[config.mk]
export PLATFORM = sky130hd
export DESIGN_NAME = freq_locked_loop_config_hold
export DESIGN_NICKNAME = d
export VERILOG_FILES = /design/src/rtl/freq_locked_loop_pkg.sv /design/src/rtl/ref_predivide_detect.sv /design/src/rtl/freq_locked_loop_config_hold.sv
export SDC_FILE = /design/constraint.sdc
export NUM_CORES = 2
export LEC_CHECK = 0
export BUFFER_PORTS_ARGS = -buffer_cell sky130_fd_sc_hd__buf_2
export CAP_MARGIN = 20
export CORE_ASPECT_RATIO = 1.25
export CORE_MARGIN = 2
export CORE_UTILIZATION = 59
export DETAILED_ROUTE_END_ITERATION = 16
export PLACE_DENSITY_LB_ADDON = 0.15
export SLEW_MARGIN = 20
export SYNTH_ARGS = -nofsm -noshare
export SYNTH_HDL_FRONTEND = slang
export SYNTH_HIERARCHICAL = 1
export SYNTH_SLANG_ARGS = --single-unit
[constraint.sdc]
create_clock -name i_core_clk -period 15.3 [get_ports i_core_clk]
set_input_delay 3.06 -clock i_core_clk [delete_from_list [all_inputs] [get_ports i_core_clk]]
set_output_delay 3.06 -clock i_core_clk [all_outputs]
set_load 0.02 [all_outputs]
[src/rtl/freq_locked_loop_pkg.sv]
package freq_locked_loop_pkg;

	localparam int ADDR_W      = 11;
	localparam int DATA_W      = 16;
	localparam int NUM_REF     = 10;
	localparam int INTEG_W     = 24;

	// Register indices; byte address is four times the index
	localparam logic [8:0] IDX_REF_ENA_CTRL  = 9'h171;
	localparam logic [8:0] IDX_INT_MULT      = 9'h172;
	localparam logic [8:0] IDX_FRAC_NUM      = 9'h173;
	localparam logic [8:0] IDX_FRAC_DEN      = 9'h174;
	localparam logic [8:0] IDX_FB_RATIO      = 9'h175;
	localparam logic [8:0] IDX_REF_DET_DIV   = 9'h176;
	localparam logic [8:0] IDX_TREE_SEL      = 9'h17e;
	localparam logic [8:0] IDX_STATUS        = 9'h17f;

	localparam int ENA_BIT      = 0;
	localparam int HOLD_BIT     = 2;
	localparam int APPLY_BIT    = 15;
	localparam int REFDET_BIT   = 15;
	localparam int DIV_LSB      = 6;
	localparam int SRC_LSB      = 0;

	localparam logic        ENA_RST    = 1'b0;
	localparam logic        HOLD_RST   = 1'b1;
	localparam logic        REFDET_RST = 1'b1;
	localparam logic [9:0]  N_RST      = 10'h004;
	localparam logic [15:0] NUM_RST    = 16'h0000;
	localparam logic [15:0] DEN_RST    = 16'h0000;
	localparam logic [9:0]  FB_RST     = 10'h001;
	localparam logic [1:0]  DIV_RST    = 2'h0;
	localparam logic [3:0]  SRC_RST    = 4'h0;
	localparam logic [INTEG_W-1:0] INTEG_RST = 24'h800000;

	localparam logic [3:0] SRC_MASTER_ONE   = 4'h0;
	localparam logic [3:0] SRC_MASTER_TWO   = 4'h1;
	localparam logic [3:0] SRC_MASTER_THREE = 4'h2;
	localparam logic [3:0] SRC_SERIAL_LINK  = 4'h3;
	localparam logic [3:0] SRC_BIT_ONE      = 4'h8;
	localparam logic [3:0] SRC_BIT_TWO      = 4'h9;
	localparam logic [3:0] SRC_BIT_THREE    = 4'ha;
	localparam logic [3:0] SRC_FRAME_ONE    = 4'hc;
	localparam logic [3:0] SRC_FRAME_TWO    = 4'hd;
	localparam logic [3:0] SRC_FRAME_THREE  = 4'he;

	localparam int CLK_PERIOD_NS      = 10;
	localparam int REF_TIMEOUT_NS     = 100000;
	localparam int REF_TIMEOUT_CYCLES = (REF_TIMEOUT_NS + CLK_PERIOD_NS - 1) / CLK_PERIOD_NS;

	typedef struct packed {
		logic [3:0]  src;
		logic [1:0]  div;
		logic [9:0]  n;
		logic [15:0] num;
		logic [15:0] den;
		logic [9:0]  fb;
	} loop_cfg_s;

	typedef struct packed {
		logic core_audio;
		logic secondary_audio;
		logic processor;
	} tree_sel_s;

	typedef enum logic [3:0] {
		ST_OFF   = 4'b0001,
		ST_TRACK = 4'b0010,
		ST_HOLD  = 4'b0100,
		ST_FREE  = 4'b1000
	} loop_state_e;

	// Selected reference level; reserved codes give a dead input
	function automatic logic ref_level(input logic [3:0] src, input logic [NUM_REF-1:0] pins);
		logic lvl;
		lvl = 1'b0;
		case (src)
			SRC_MASTER_ONE:   lvl = pins[0];
			SRC_MASTER_TWO:   lvl = pins[1];
			SRC_MASTER_THREE: lvl = pins[2];
			SRC_SERIAL_LINK:  lvl = pins[3];
			SRC_BIT_ONE:      lvl = pins[4];
			SRC_BIT_TWO:      lvl = pins[5];
			SRC_BIT_THREE:    lvl = pins[6];
			SRC_FRAME_ONE:    lvl = pins[7];
			SRC_FRAME_TWO:    lvl = pins[8];
			SRC_FRAME_THREE:  lvl = pins[9];
			default:          lvl = 1'b0;
		endcase
		return lvl;
	endfunction

endpackage

[src/rtl/ref_predivide_detect.sv]
module ref_predivide_detect
	import freq_locked_loop_pkg::*;
#(
	parameter int TIMEOUT = REF_TIMEOUT_CYCLES
) (
	input  wire logic       i_core_clk,
	input  wire logic       i_rst,
	input  wire logic       i_ref_level,
	input  wire logic [1:0] i_div,
	input  wire logic       i_det_en,
	output logic            o_ref_edge,
	output logic            o_ref_present
);

	logic        prev_level;
	logic [2:0]  div_cnt;
	logic [31:0] idle_cnt;
	logic [2:0]  div_mask;
	logic        rise;

	assign rise = i_ref_level & ~prev_level;

	always_comb begin
		case (i_div)
			2'h0:    div_mask = 3'h0;
			2'h1:    div_mask = 3'h1;
			2'h2:    div_mask = 3'h3;
			default: div_mask = 3'h7;
		endcase
	end

	always_ff @(posedge i_core_clk) begin
		if (i_rst) begin
			prev_level <= 1'b0;
		end else begin
			prev_level <= i_ref_level;
		end
	end

	// One divided edge every 1, 2, 4 or 8 reference edges
	always_ff @(posedge i_core_clk) begin
		if (i_rst) begin
			div_cnt    <= 3'h0;
			o_ref_edge <= 1'b0;
		end else begin
			o_ref_edge <= 1'b0;
			if (rise) begin
				if ((div_cnt & div_mask) == div_mask) begin
					div_cnt    <= 3'h0;
					o_ref_edge <= 1'b1;
				end else begin
					div_cnt <= div_cnt + 3'h1;
				end
			end
		end
	end

	// Stopped reference: no raw edge for the timeout span
	always_ff @(posedge i_core_clk) begin
		if (i_rst) begin
			idle_cnt      <= 32'h0;
			o_ref_present <= 1'b0;
		end else begin
			if (rise) begin
				idle_cnt <= 32'h0;
			end else if (idle_cnt < TIMEOUT) begin
				idle_cnt <= idle_cnt + 32'h1;
			end
			o_ref_present <= ~i_det_en | rise | (idle_cnt < TIMEOUT - 1);
		end
	end

endmodule

[src/rtl/freq_locked_loop_config_hold.sv]
module freq_locked_loop_config_hold
	import freq_locked_loop_pkg::*;
#(
	parameter int REF_TIMEOUT = REF_TIMEOUT_CYCLES,
	parameter int MEAS_W      = 20
) (
	input  wire logic                i_core_clk,
	input  wire logic                i_rst,
	input  wire logic [ADDR_W-1:0]   i_addr,
	input  wire logic [DATA_W-1:0]   i_wdata,
	input  wire logic                i_wr,
	input  wire logic                i_rd,
	output logic      [DATA_W-1:0]   o_rdata,
	input  wire logic [NUM_REF-1:0]  i_ref_pins,
	input  wire logic                i_osc_tick,
	output logic      [INTEG_W-1:0]  o_osc_word,
	output tree_sel_s                o_tree_sel,
	output logic                     o_loop_run,
	output logic                     o_free_running
);

	// Software-visible state
	logic        loop_enable;
	logic        holdover_select;
	logic        reference_detect_enable;
	loop_cfg_s   pend_cfg;
	loop_cfg_s   next_pend_cfg;
	loop_cfg_s   act_cfg;
	tree_sel_s   tree_sel;

	// Bus decode
	logic [8:0]  idx;
	logic        aligned;
	logic        wr_ctrl;
	logic        wr_mult;
	logic        wr_num;
	logic        wr_den;
	logic        wr_fb;
	logic        wr_det;
	logic        wr_tree;
	logic        apply;

	// Synchronisers and loop
	logic [NUM_REF-1:0] ref_meta;
	logic [NUM_REF-1:0] ref_sync;
	logic [2:0]         osc_sync;
	logic               osc_edge;
	logic               ref_edge;
	logic               ref_present;
	loop_state_e        state;
	loop_state_e        next_state;
	logic               primed;
	logic [MEAS_W-1:0]  meas_cnt;
	logic [INTEG_W-1:0] integ;
	logic [15:0]        den_eff;
	logic [15:0]        num_eff;
	logic [37:0]        meas_scaled;
	logic [37:0]        target_scaled;

	assign idx     = i_addr[ADDR_W-1:2];
	assign aligned = (i_addr[1:0] == 2'h0);
	assign wr_ctrl = i_wr & aligned & (idx == IDX_REF_ENA_CTRL);
	assign wr_mult = i_wr & aligned & (idx == IDX_INT_MULT);
	assign wr_num  = i_wr & aligned & (idx == IDX_FRAC_NUM);
	assign wr_den  = i_wr & aligned & (idx == IDX_FRAC_DEN);
	assign wr_fb   = i_wr & aligned & (idx == IDX_FB_RATIO);
	assign wr_det  = i_wr & aligned & (idx == IDX_REF_DET_DIV);
	assign wr_tree = i_wr & aligned & (idx == IDX_TREE_SEL);
	assign apply   = wr_mult & i_wdata[APPLY_BIT] & loop_enable;

	always_ff @(posedge i_core_clk) begin
		if (i_rst) begin
			loop_enable     <= ENA_RST;
			holdover_select <= HOLD_RST;
		end else if (wr_ctrl) begin
			loop_enable     <= i_wdata[ENA_BIT];
			holdover_select <= i_wdata[HOLD_BIT];
		end
	end

	always_ff @(posedge i_core_clk) begin
		if (i_rst) begin
			reference_detect_enable <= REFDET_RST;
		end else if (wr_det) begin
			reference_detect_enable <= i_wdata[REFDET_BIT];
		end
	end

	always_ff @(posedge i_core_clk) begin
		if (i_rst) begin
			tree_sel <= '0;
		end else if (wr_tree) begin
			tree_sel <= tree_sel_s'(i_wdata[2:0]);
		end
	end

	// Pending field values as they will look after this cycle's write
	always_comb begin
		next_pend_cfg = pend_cfg;
		if (wr_mult) begin
			next_pend_cfg.n = i_wdata[9:0];
		end
		if (wr_num) begin
			next_pend_cfg.num = i_wdata;
		end
		if (wr_den) begin
			next_pend_cfg.den = i_wdata;
		end
		if (wr_fb) begin
			next_pend_cfg.fb = i_wdata[9:0];
		end
		if (wr_det) begin
			next_pend_cfg.div = i_wdata[DIV_LSB+1:DIV_LSB];
			next_pend_cfg.src = i_wdata[SRC_LSB+3:SRC_LSB];
		end
	end

	always_ff @(posedge i_core_clk) begin
		if (i_rst) begin
			pend_cfg.src <= SRC_RST;
			pend_cfg.div <= DIV_RST;
			pend_cfg.n   <= N_RST;
			pend_cfg.num <= NUM_RST;
			pend_cfg.den <= DEN_RST;
			pend_cfg.fb  <= FB_RST;
		end else begin
			pend_cfg <= next_pend_cfg;
		end
	end

	// Values the loop really uses: follow writes while disabled, else only on apply
	always_ff @(posedge i_core_clk) begin
		if (i_rst) begin
			act_cfg.src <= SRC_RST;
			act_cfg.div <= DIV_RST;
			act_cfg.n   <= N_RST;
			act_cfg.num <= NUM_RST;
			act_cfg.den <= DEN_RST;
			act_cfg.fb  <= FB_RST;
		end else if (!loop_enable) begin
			act_cfg <= next_pend_cfg;
		end else if (apply) begin
			act_cfg <= next_pend_cfg;
		end
	end

	// Read data stand one cycle after the strobe; unmapped reads give zero
	always_ff @(posedge i_core_clk) begin
		if (i_rst) begin
			o_rdata <= 16'h0000;
		end else if (i_rd && aligned) begin
			case (idx)
				IDX_REF_ENA_CTRL: begin
					o_rdata <= 16'h0000;
					o_rdata[ENA_BIT]  <= loop_enable;
					o_rdata[HOLD_BIT] <= holdover_select;
				end
				IDX_INT_MULT: begin
					o_rdata <= {6'h00, pend_cfg.n};
				end
				IDX_FRAC_NUM: begin
					o_rdata <= pend_cfg.num;
				end
				IDX_FRAC_DEN: begin
					o_rdata <= pend_cfg.den;
				end
				IDX_FB_RATIO: begin
					o_rdata <= {6'h00, pend_cfg.fb};
				end
				IDX_REF_DET_DIV: begin
					o_rdata <= {reference_detect_enable, 7'h00, pend_cfg.div, 2'h0, pend_cfg.src};
				end
				IDX_TREE_SEL: begin
					o_rdata <= {13'h0000, tree_sel};
				end
				IDX_STATUS: begin
					o_rdata <= {9'h000, primed, ref_present, 1'b0, state};
				end
				default: begin
					o_rdata <= 16'h0000;
				end
			endcase
		end else begin
			o_rdata <= 16'h0000;
		end
	end

	// Reference and oscillator inputs cross in through two flops
	always_ff @(posedge i_core_clk) begin
		if (i_rst) begin
			ref_meta <= '0;
			ref_sync <= '0;
			osc_sync <= 3'h0;
		end else begin
			ref_meta <= i_ref_pins;
			ref_sync <= ref_meta;
			osc_sync <= {osc_sync[1:0], i_osc_tick};
		end
	end

	assign osc_edge = osc_sync[1] & ~osc_sync[2];

	ref_predivide_detect #(
		.TIMEOUT (REF_TIMEOUT)
	) u_ref_detect (
		.i_core_clk    (i_core_clk),
		.i_rst         (i_rst),
		.i_ref_level   (ref_level(act_cfg.src, ref_sync)),
		.i_div         (act_cfg.div),
		.i_det_en      (reference_detect_enable),
		.o_ref_edge    (ref_edge),
		.o_ref_present (ref_present)
	);

	always_comb begin
		if (!loop_enable) begin
			next_state = ST_OFF;
		end else if (!ref_present) begin
			next_state = ST_FREE;
		end else if (holdover_select) begin
			next_state = ST_HOLD;
		end else begin
			next_state = ST_TRACK;
		end
	end

	always_ff @(posedge i_core_clk) begin
		if (i_rst) begin
			state <= ST_OFF;
		end else begin
			state <= next_state;
		end
	end

	// First reference edge after entering tracking only starts a measurement
	always_ff @(posedge i_core_clk) begin
		if (i_rst) begin
			primed <= 1'b0;
		end else if (state != ST_TRACK) begin
			primed <= 1'b0;
		end else if (ref_edge) begin
			primed <= 1'b1;
		end
	end

	always_ff @(posedge i_core_clk) begin
		if (i_rst) begin
			meas_cnt <= '0;
		end else if (state != ST_TRACK || ref_edge) begin
			meas_cnt <= osc_edge ? MEAS_W'(1) : '0;
		end else if (osc_edge && meas_cnt != '1) begin
			meas_cnt <= meas_cnt + MEAS_W'(1);
		end
	end

	// Compare in denominator units: count*den against fb*(n*den + num)
	assign den_eff       = (act_cfg.den == 16'h0000) ? 16'h0001 : act_cfg.den;
	assign num_eff       = (act_cfg.den == 16'h0000) ? 16'h0000 : act_cfg.num;
	assign meas_scaled   = 38'(meas_cnt) * 38'(den_eff);
	assign target_scaled = 38'(act_cfg.fb) * (38'(act_cfg.n) * 38'(den_eff) + 38'(num_eff));

	// Integrator moves only while tracking; held in holdover and free-run
	always_ff @(posedge i_core_clk) begin
		if (i_rst) begin
			integ <= INTEG_RST;
		end else begin
			case (state)
				ST_TRACK: begin
					if (ref_edge && primed) begin
						if (meas_scaled < target_scaled && integ != '1) begin
							integ <= integ + INTEG_W'(1);
						end else if (meas_scaled > target_scaled && integ != '0) begin
							integ <= integ - INTEG_W'(1);
						end
					end
				end
				ST_HOLD: begin
					integ <= integ;
				end
				ST_FREE: begin
					integ <= integ;
				end
				ST_OFF: begin
					integ <= integ;
				end
				default: begin
					integ <= integ;
				end
			endcase
		end
	end

	always_ff @(posedge i_core_clk) begin
		if (i_rst) begin
			o_osc_word     <= INTEG_RST;
			o_loop_run     <= 1'b0;
			o_free_running <= 1'b0;
			o_tree_sel     <= '0;
		end else begin
			o_osc_word     <= integ;
			o_loop_run     <= loop_enable;
			o_free_running <= (next_state == ST_FREE) | (next_state == ST_HOLD);
			o_tree_sel     <= loop_enable ? tree_sel : '0;
		end
	end

endmodule

* After elaboration in Yosys (flattened, before gate mapping) *
Cells that the tools add are included.

word-level totals
  ROM bits = 0
  memories kept = 0
  memory bits (writable) = 0
  latch bits = 0
  flip-flop bits (word level) = 277
  input bits = 42
  logic and storage cells = 140

cells by class
  $lt $le $gt $ge = 4
  $add $sub $neg = 6
  $mul = 3
  shift-type cells = 0
  eq/ne operators = 27
  bitwise logic cells = 22
  divide/modulo/power cells = 0
  multiplexer cells = 22
  reductions and logical operators = 19

operator list
  operator                                                                 count
  16-bit case mux with 8 select lines                                      1
  58-bit 2-to-1 mux                                                        2
  9-bit equality test (second input constant)                              8
  32-bit by 14-bit < comparator with 1-bit output (second input constant)  2
  16-bit 2-to-1 mux                                                        4
  24-bit 2-to-1 mux                                                        2
  20-bit 2-to-1 mux                                                        2
  36-bit by 37-bit > comparator with 1-bit output                          1
  36-bit by 37-bit < comparator with 1-bit output                          1
  10-bit by 27-bit multiplier with 37-bit output                           1
  20-bit by 16-bit multiplier with 36-bit output                           1
  32-bit by 1-bit adder with 32-bit output (second input constant)         1
  4-bit equality test (second input constant)                              7
  26-bit by 16-bit adder with 27-bit output                                1
  10-bit by 16-bit multiplier with 26-bit output                           1
  24-bit by 1-bit adder with 24-bit output (second input constant)         1
  24-bit != test (second input constant)                                   1
  24-bit nonzero test                                                      1
  24-bit by 1-bit subtractor with 24-bit output (second input constant)    1
  20-bit by 1-bit adder with 20-bit output (second input constant)         1
  10-bit 2-to-1 mux                                                        2
  20-bit != test (second input constant)                                   1
  16-bit zero test                                                         1
  1-bit bitwise AND                                                        12
  25 further kinds                                                         47

* Logic depth before layout (Yosys ltp) *
  depth after elaboration = 9
  depth in mapped cells = 62
  mapped depth without buffers = 60

* Modules after synthesis *
Netlist, hierarchy kept.

modules (own cells, without submodules)
  module                        seq. area each (um^2)  cells each  times used  area an instance (um^2)
  freq_locked_loop_config_hold  4,784.6                4,138       1           35,780.6
  ref_predivide_detect          760.7                  156         1           1,503.9

* Least setup slack after synthesis *
Ideal clock, no wire load.

  path kind = reg-to-reg
  from = register act_cfg[20] (netlist name)
  to = register integ[22]
  arrival time = 14,813 ps
  library setup time = 71 ps
  required time = 15,229 ps
  slack = 416 ps
  cell stages (with the launch flop) = 61
  cell sequence = dfxtp_1 -> nor4_1 -> nand4_1 -> nand2b_1 -> clkbuf_1 -> nand2_1 -> fa_1 -> fa_1 -> inv_1 -> fa_1 -> fa_1 -> inv_1 -> fa_1 -> inv_1 -> ha_1 -> nand3_1 -> nor2_1 -> a311o_1 -> [... 25 more ...] -> a21oi_1 -> nand2_1 -> nor4b_1 -> o221ai_1 -> a21o_1 -> nor4b_2 -> nor2_1 -> nand2_1 -> ha_1 -> a2111oi_0 -> o21ai_0 -> a31o_2 -> a311o_1 -> a2111oi_0 -> or3_1 -> nor4b_1 -> o32ai_1 -> a21oi_1

on the way
  cells in the longest elaborated chain, start to end = 9
  elaborated cells between the ends (all ways) = 14

RTL lines
  what                                                                                                                       line                                                                      RTL
  start, declared                                                                                                            freq_locked_loop_config_hold.sv:28                                        loop_cfg_s act_cfg;
  start signal, assigned                                                                                                     freq_locked_loop_config_hold.sv:141                                       act_cfg <= next_pend_cfg;
  start signal, assigned                                                                                                     freq_locked_loop_config_hold.sv:143                                       act_cfg <= next_pend_cfg;
  16-bit zero test                                                                                                           freq_locked_loop_config_hold.sv:257, freq_locked_loop_config_hold.sv:258
  16-bit 2-to-1 mux                                                                                                          freq_locked_loop_config_hold.sv:257                                       assign den_eff = (act_cfg.den == 16'h0000) ? 16'h0001 : act_cfg.den;
  10-bit by 16-bit multiplier with 26-bit output                                                                             freq_locked_loop_config_hold.sv:260                                       assign target_scaled = 38'(act_cfg.fb) * (38'(act_cfg.n) * 38'(den_eff) + 38'(num_eff));
  26-bit by 16-bit adder with 27-bit output                                                                                  freq_locked_loop_config_hold.sv:260
  10-bit by 27-bit multiplier with 37-bit output                                                                             freq_locked_loop_config_hold.sv:260
  36-bit by 37-bit < comparator with 1-bit output / 36-bit by 37-bit > comparator with 1-bit output (equally long branches)  freq_locked_loop_config_hold.sv:270, freq_locked_loop_config_hold.sv:272
  1-bit logical AND (on tied branches)                                                                                       freq_locked_loop_config_hold.sv:270, freq_locked_loop_config_hold.sv:272
  2-bit nonzero test (no line)                                                                                               n/a
  3-bit AND reduction (no line)                                                                                              n/a
  end signal, assigned                                                                                                       freq_locked_loop_config_hold.sv:271                                       integ <= integ + INTEG_W'(1);
  end signal, assigned                                                                                                       freq_locked_loop_config_hold.sv:273                                       integ <= integ - INTEG_W'(1);
  end signal, assigned                                                                                                       freq_locked_loop_config_hold.sv:278                                       integ <= integ;
  end, declared                                                                                                              freq_locked_loop_config_hold.sv:54                                        logic [INTEG_W-1:0] integ;

Several ways; a longest one is shown, not always the timed one.
A chain may end at the register's enable or synchronous reset.

* Final worst setup path *
  from = register act_cfg[22] (netlist name)
  to = register integ[22]

Same word-level chain as after synthesis.

==> flow_summary_export.csv <==
group,metric,value,unit
outcome,result_of_the_run,"finished, final reports clean",
setup_path,critical_path_sink_type,"flop",
routing,via_count,29983,
clock_network,cts-buffers-inserted,26,
routing,detail_route.iter0.violations,1808,
routing,detail_route.vias_per_cell,5.78,
setup_path,cpMaxStageDelayCell,"sky130_fd_sc_hd__fa_1",
timing,timing.final.setup_violations,0,
place,place.port_buffers,86,
clock_network,path_clk_slew,70,ps
clock_network,tritoncts,"yes",
floorplan,ioPinCount,87,
setup_path,critical_path_required,15790,ps
global_route,track_usage,30.8,%
synthesis,netlist-cell-type-count,82,
power_and_ir_drop,cellPowerDensity,35.8,nW/µm²
synthesis,post_synthesis_net_count,5220,
timing,report.final.hold_viol_count,0,
setup_path,critical_path.reg2reg.endpoint,"integ[22]$_SDFFE_PP0P_",
min_path,hold_start,"ref_meta[7]$_SDFF_PP0_",
clock_network,clock_sinks,277,
cells_and_area,nNetsFinal,5254,
power_and_ir_drop,power.static_leakage,19.9,nW
min_path,holdPathEnd,"ref_sync[7]$_SDFF_PP0_",
global_route,grt_pass1_vias,31510,
floorplan,rows,103,
clock_network,clockRootBuffer,"sky130_fd_sc_hd__clkbuf_16",
cells_and_area,fin_area,40400,µm²
min_path,timing.hold.worst_path_depth,1,
timing,period_share,96.4,%
global_route,grt_antenna_before_repair,1,
setup_path,cpPeakStageDelay,580,ps
setup_path,data_arrival_time_at_the_worst_slack_endpoint,15240,ps
cells_and_area,layout-drive-gt1-share,8.95,%
global_route,pin_count_of_the_biggest_net_entering_global_routing,87,
setup_path,critical_path.startpoint_type,"flop",
timing,tightestPinTransition,1060,ps
synthesis,synthCells,4294,
setup_path,rr_startpoint,"act_cfg[22]$_SDFFE_PP0P_",
clock_network,h-tree-depth,1,
cells_and_area,utilization,64.3,%
clock_network,cts_hold_buf,0,
setup_path,critical-path-top-cell-by-count,"sky130_fd_sc_hd__fa_1",
clock_network,cts_max_path_buffers,3,
place,dp_hpwl,75800,µm
setup_path,crit_type,"reg -> reg",
routing,pre_antenna_drt_iters,6,
synthesis,ys_warn_count,6,
synthesis,netlist_area,37300,µm²
clock_network,worstSkewPairLatency,580,ps
place,globalplace.congestion,0.910,
routing,antenna_left,0,
floorplan,die_x,229,µm
power_and_ir_drop,max-vdd-ir-drop,0.000104,V
cells_and_area,flow.area_growth_from_synthesis,8.39,%
setup_path,r2r.worst_path.cells,54,
floorplan,die_height,285,µm
routing,detail_route.wl_per_cell,18.9,µm
timing,achievable_freq,67.8,MHz
synthesis,number_of_synthesized_flops_with_an_enable_pin,0,
cells_and_area,stdcell_count,5188,
setup_path,critical_path_peak_fanout,20,
timing,setup_tns,0,ps
place,numPlacedInstances,5113,
timing,timing_max_transition_violations_final,0,
timing,final.setup_skew,34.1,ps
synthesis,ys_async_sr_fraction,0,%
synthesis,synth.avg_cell_area,8.68,µm²
timing,finalCriticalPeriod,14760,ps
synthesis,synth_seq_cells,277,
cells_and_area,antenna-diode-count,0,
synthesis,yosys_most_used_dff,"sky130_fd_sc_hd__dfxtp_1",
setup_path,reg2reg_setup_slack,540,ps
synthesis,synth.yosys.seq_area_share,14.9,%
global_route,grt_first_pass_wirelength,161000,µm
global_route,gr-total-overflow,0,
place,post_dp_cell_area,38800,µm²
routing,residual_drc_count,0,
floorplan,initial_util,59.3,%
floorplan,placeable_core_region,62900,µm²
floorplan,floorplan.die_area,65200,µm²
timing,worst_slew_margin_rel,29.5,%
routing,routed_wirelength,98100,µm
run,max_cap_violations,0,
timing,whs,413,ps
min_path,hold_path_class,"reg -> reg",
worst max-delay path, delay by kind of cell (launching register included):
kind / cells / cell delay [ps]
xor+xnor: 1 / 170
compound gates: 20 / 4770
simple gates: 12 / 2290
flops: 1 / 380
buf+inv: 7 / 920
fa+ha+maj: 14 / 6060
Yosys cell counts, types with 9 or more instances:
master | count | area, µm²
sky130_fd_sc_hd__a211o_1 | 17 | 149
sky130_fd_sc_hd__a211oi_1 | 69 | 518
sky130_fd_sc_hd__a21o_1 | 46 | 345
sky130_fd_sc_hd__a21oi_1 | 139 | 696
sky130_fd_sc_hd__a222oi_1 | 9 | 90.1
sky130_fd_sc_hd__a22oi_1 | 16 | 120
sky130_fd_sc_hd__a31o_2 | 9 | 78.8
sky130_fd_sc_hd__a31oi_1 | 16 | 100
sky130_fd_sc_hd__and2_1 | 337 | 2110
sky130_fd_sc_hd__and3_1 | 35 | 219
sky130_fd_sc_hd__buf_1 | 17 | 63.8
sky130_fd_sc_hd__buf_2 | 9 | 45.0
sky130_fd_sc_hd__clkbuf_1 | 204 | 766
sky130_fd_sc_hd__dfxtp_1 | 277 | 5550
sky130_fd_sc_hd__fa_1 | 576 | 11500
sky130_fd_sc_hd__ha_1 | 308 | 3850
sky130_fd_sc_hd__inv_1 | 628 | 2360
sky130_fd_sc_hd__mux2i_1 | 81 | 811
sky130_fd_sc_hd__nand2_1 | 547 | 2050
sky130_fd_sc_hd__nand2b_1 | 25 | 156
sky130_fd_sc_hd__nand3_1 | 89 | 445
sky130_fd_sc_hd__nand4_1 | 28 | 175
sky130_fd_sc_hd__nor2_1 | 250 | 938
sky130_fd_sc_hd__nor2b_1 | 74 | 463
sky130_fd_sc_hd__nor3_1 | 43 | 215
sky130_fd_sc_hd__nor4_1 | 36 | 225
sky130_fd_sc_hd__nor4b_1 | 12 | 105
sky130_fd_sc_hd__o211ai_1 | 13 | 97.6
sky130_fd_sc_hd__o21a_1 | 13 | 97.6
sky130_fd_sc_hd__o21ai_0 | 88 | 440
sky130_fd_sc_hd__o21bai_1 | 14 | 105
sky130_fd_sc_hd__o31ai_1 | 9 | 67.6
sky130_fd_sc_hd__or3_1 | 15 | 93.8
sky130_fd_sc_hd__xnor2_1 | 81 | 709
sky130_fd_sc_hd__xor2_1 | 34 | 298
per-layer routing:
metal	track usage, %	vias up	routed length [µm]	part of all wire, %
met3	2.15	288	4780	4.9
met4	16.6	0	6050	6.2
met2	55.9	973	49700	51
met1	36.3	14904	37600	38
met5	0	-	0	0
li1	-	13818	-	-
flip-flops by register name (all words and copies together), names as in the netlist, 4 cells and up:
name                   cells
integ                     24
pend_cfg                  58
u_ref_detect/idle_cnt     32
o_osc_word                24
state                      4
o_rdata                   16
act_cfg                   58
ref_meta                  10
meas_cnt                  20
ref_sync                  10
kinds of logic after synthesis:
kind of cell,Yosys count,synth area share [%]
mux,89,2.45
buf+inv,859,8.70
fa+ha+maj,884,41.3
flops,277,14.9
xor+xnor,115,2.70
compound gates,535,9.69
simple gates,1535,20.3
through the flow:
stage | total power [W] | setup WS (ps)
floorplan | 0.000761 | 416
global placement | 0.000775 | 76.9
detailed placement | 0.000775 | -39.2
CTS | 0.00146 | 44.0
global route | 0.00149 | -37.3
finish | 0.00145 | 543
power breakdown:
part	internal (W)	switching (W)
Combinational	0.0000109	0.0000215
Clock	0.000382	0.000306
Sequential	0.000724	0.00000273
cell type report:
class / instances / area, µm²
clock buffer: 31 / 689
sequential: 277 / 5550
tap: 840 / 1050
fill: 5506 / 22500
clock inverter: 17 / 225
multi-input combinational: 3158 / 28900
timing repair buffer: 237 / 1610
inverter: 628 / 2360
cell usage in the layout (no fill, tap or decap), types with 74 or more instances in the layout:
cell	synthesis	routed
sky130_fd_sc_hd__xnor2_1	81	79
sky130_fd_sc_hd__buf_4	0	145
sky130_fd_sc_hd__a21oi_1	139	135
sky130_fd_sc_hd__nor2b_1	74	74
sky130_fd_sc_hd__and2_1	337	337
sky130_fd_sc_hd__nor2_1	250	247
sky130_fd_sc_hd__dfxtp_1	277	275
sky130_fd_sc_hd__inv_1	628	623
sky130_fd_sc_hd__fa_1	576	575
sky130_fd_sc_hd__ha_1	308	291
sky130_fd_sc_hd__o21ai_0	88	81
sky130_fd_sc_hd__nand3_1	89	88
sky130_fd_sc_hd__buf_2	9	85
sky130_fd_sc_hd__mux2i_1	81	81
sky130_fd_sc_hd__nand2_1	547	542
worst max path at each step:
stage                                  start                     end  slack (ps)  depth (start not counted)
global placement    act_cfg[20]$_SDFFE_PP0P_  integ[22]$_SDFFE_PP0P_          80                         59
finish              act_cfg[22]$_SDFFE_PP0P_  integ[22]$_SDFFE_PP0P_         540                         54
global route        act_cfg[17]$_SDFFE_PP0P_  integ[22]$_SDFFE_PP0P_         -40                         61
CTS                 act_cfg[20]$_SDFFE_PP0P_  integ[22]$_SDFFE_PP0P_          40                         62
detailed placement  act_cfg[20]$_SDFFE_PP0P_  integ[22]$_SDFFE_PP0P_         -40                         61
floorplan           act_cfg[20]$_SDFFE_PP0P_  integ[22]$_SDFFE_PP0P_         420                         60
repair_timing:
| action | CTS | global route |
|---|---|---|
| setup buffers | 0 | 27 |
| pin swaps | 0 | 75 |
| setup endpoints to repair | 2 | 17 |
| gates resized for setup | 4 | 85 |
| endpoints found under the hold margin | 0 | 0 |
Note: power is estimated with default switching activity, not from simulation.
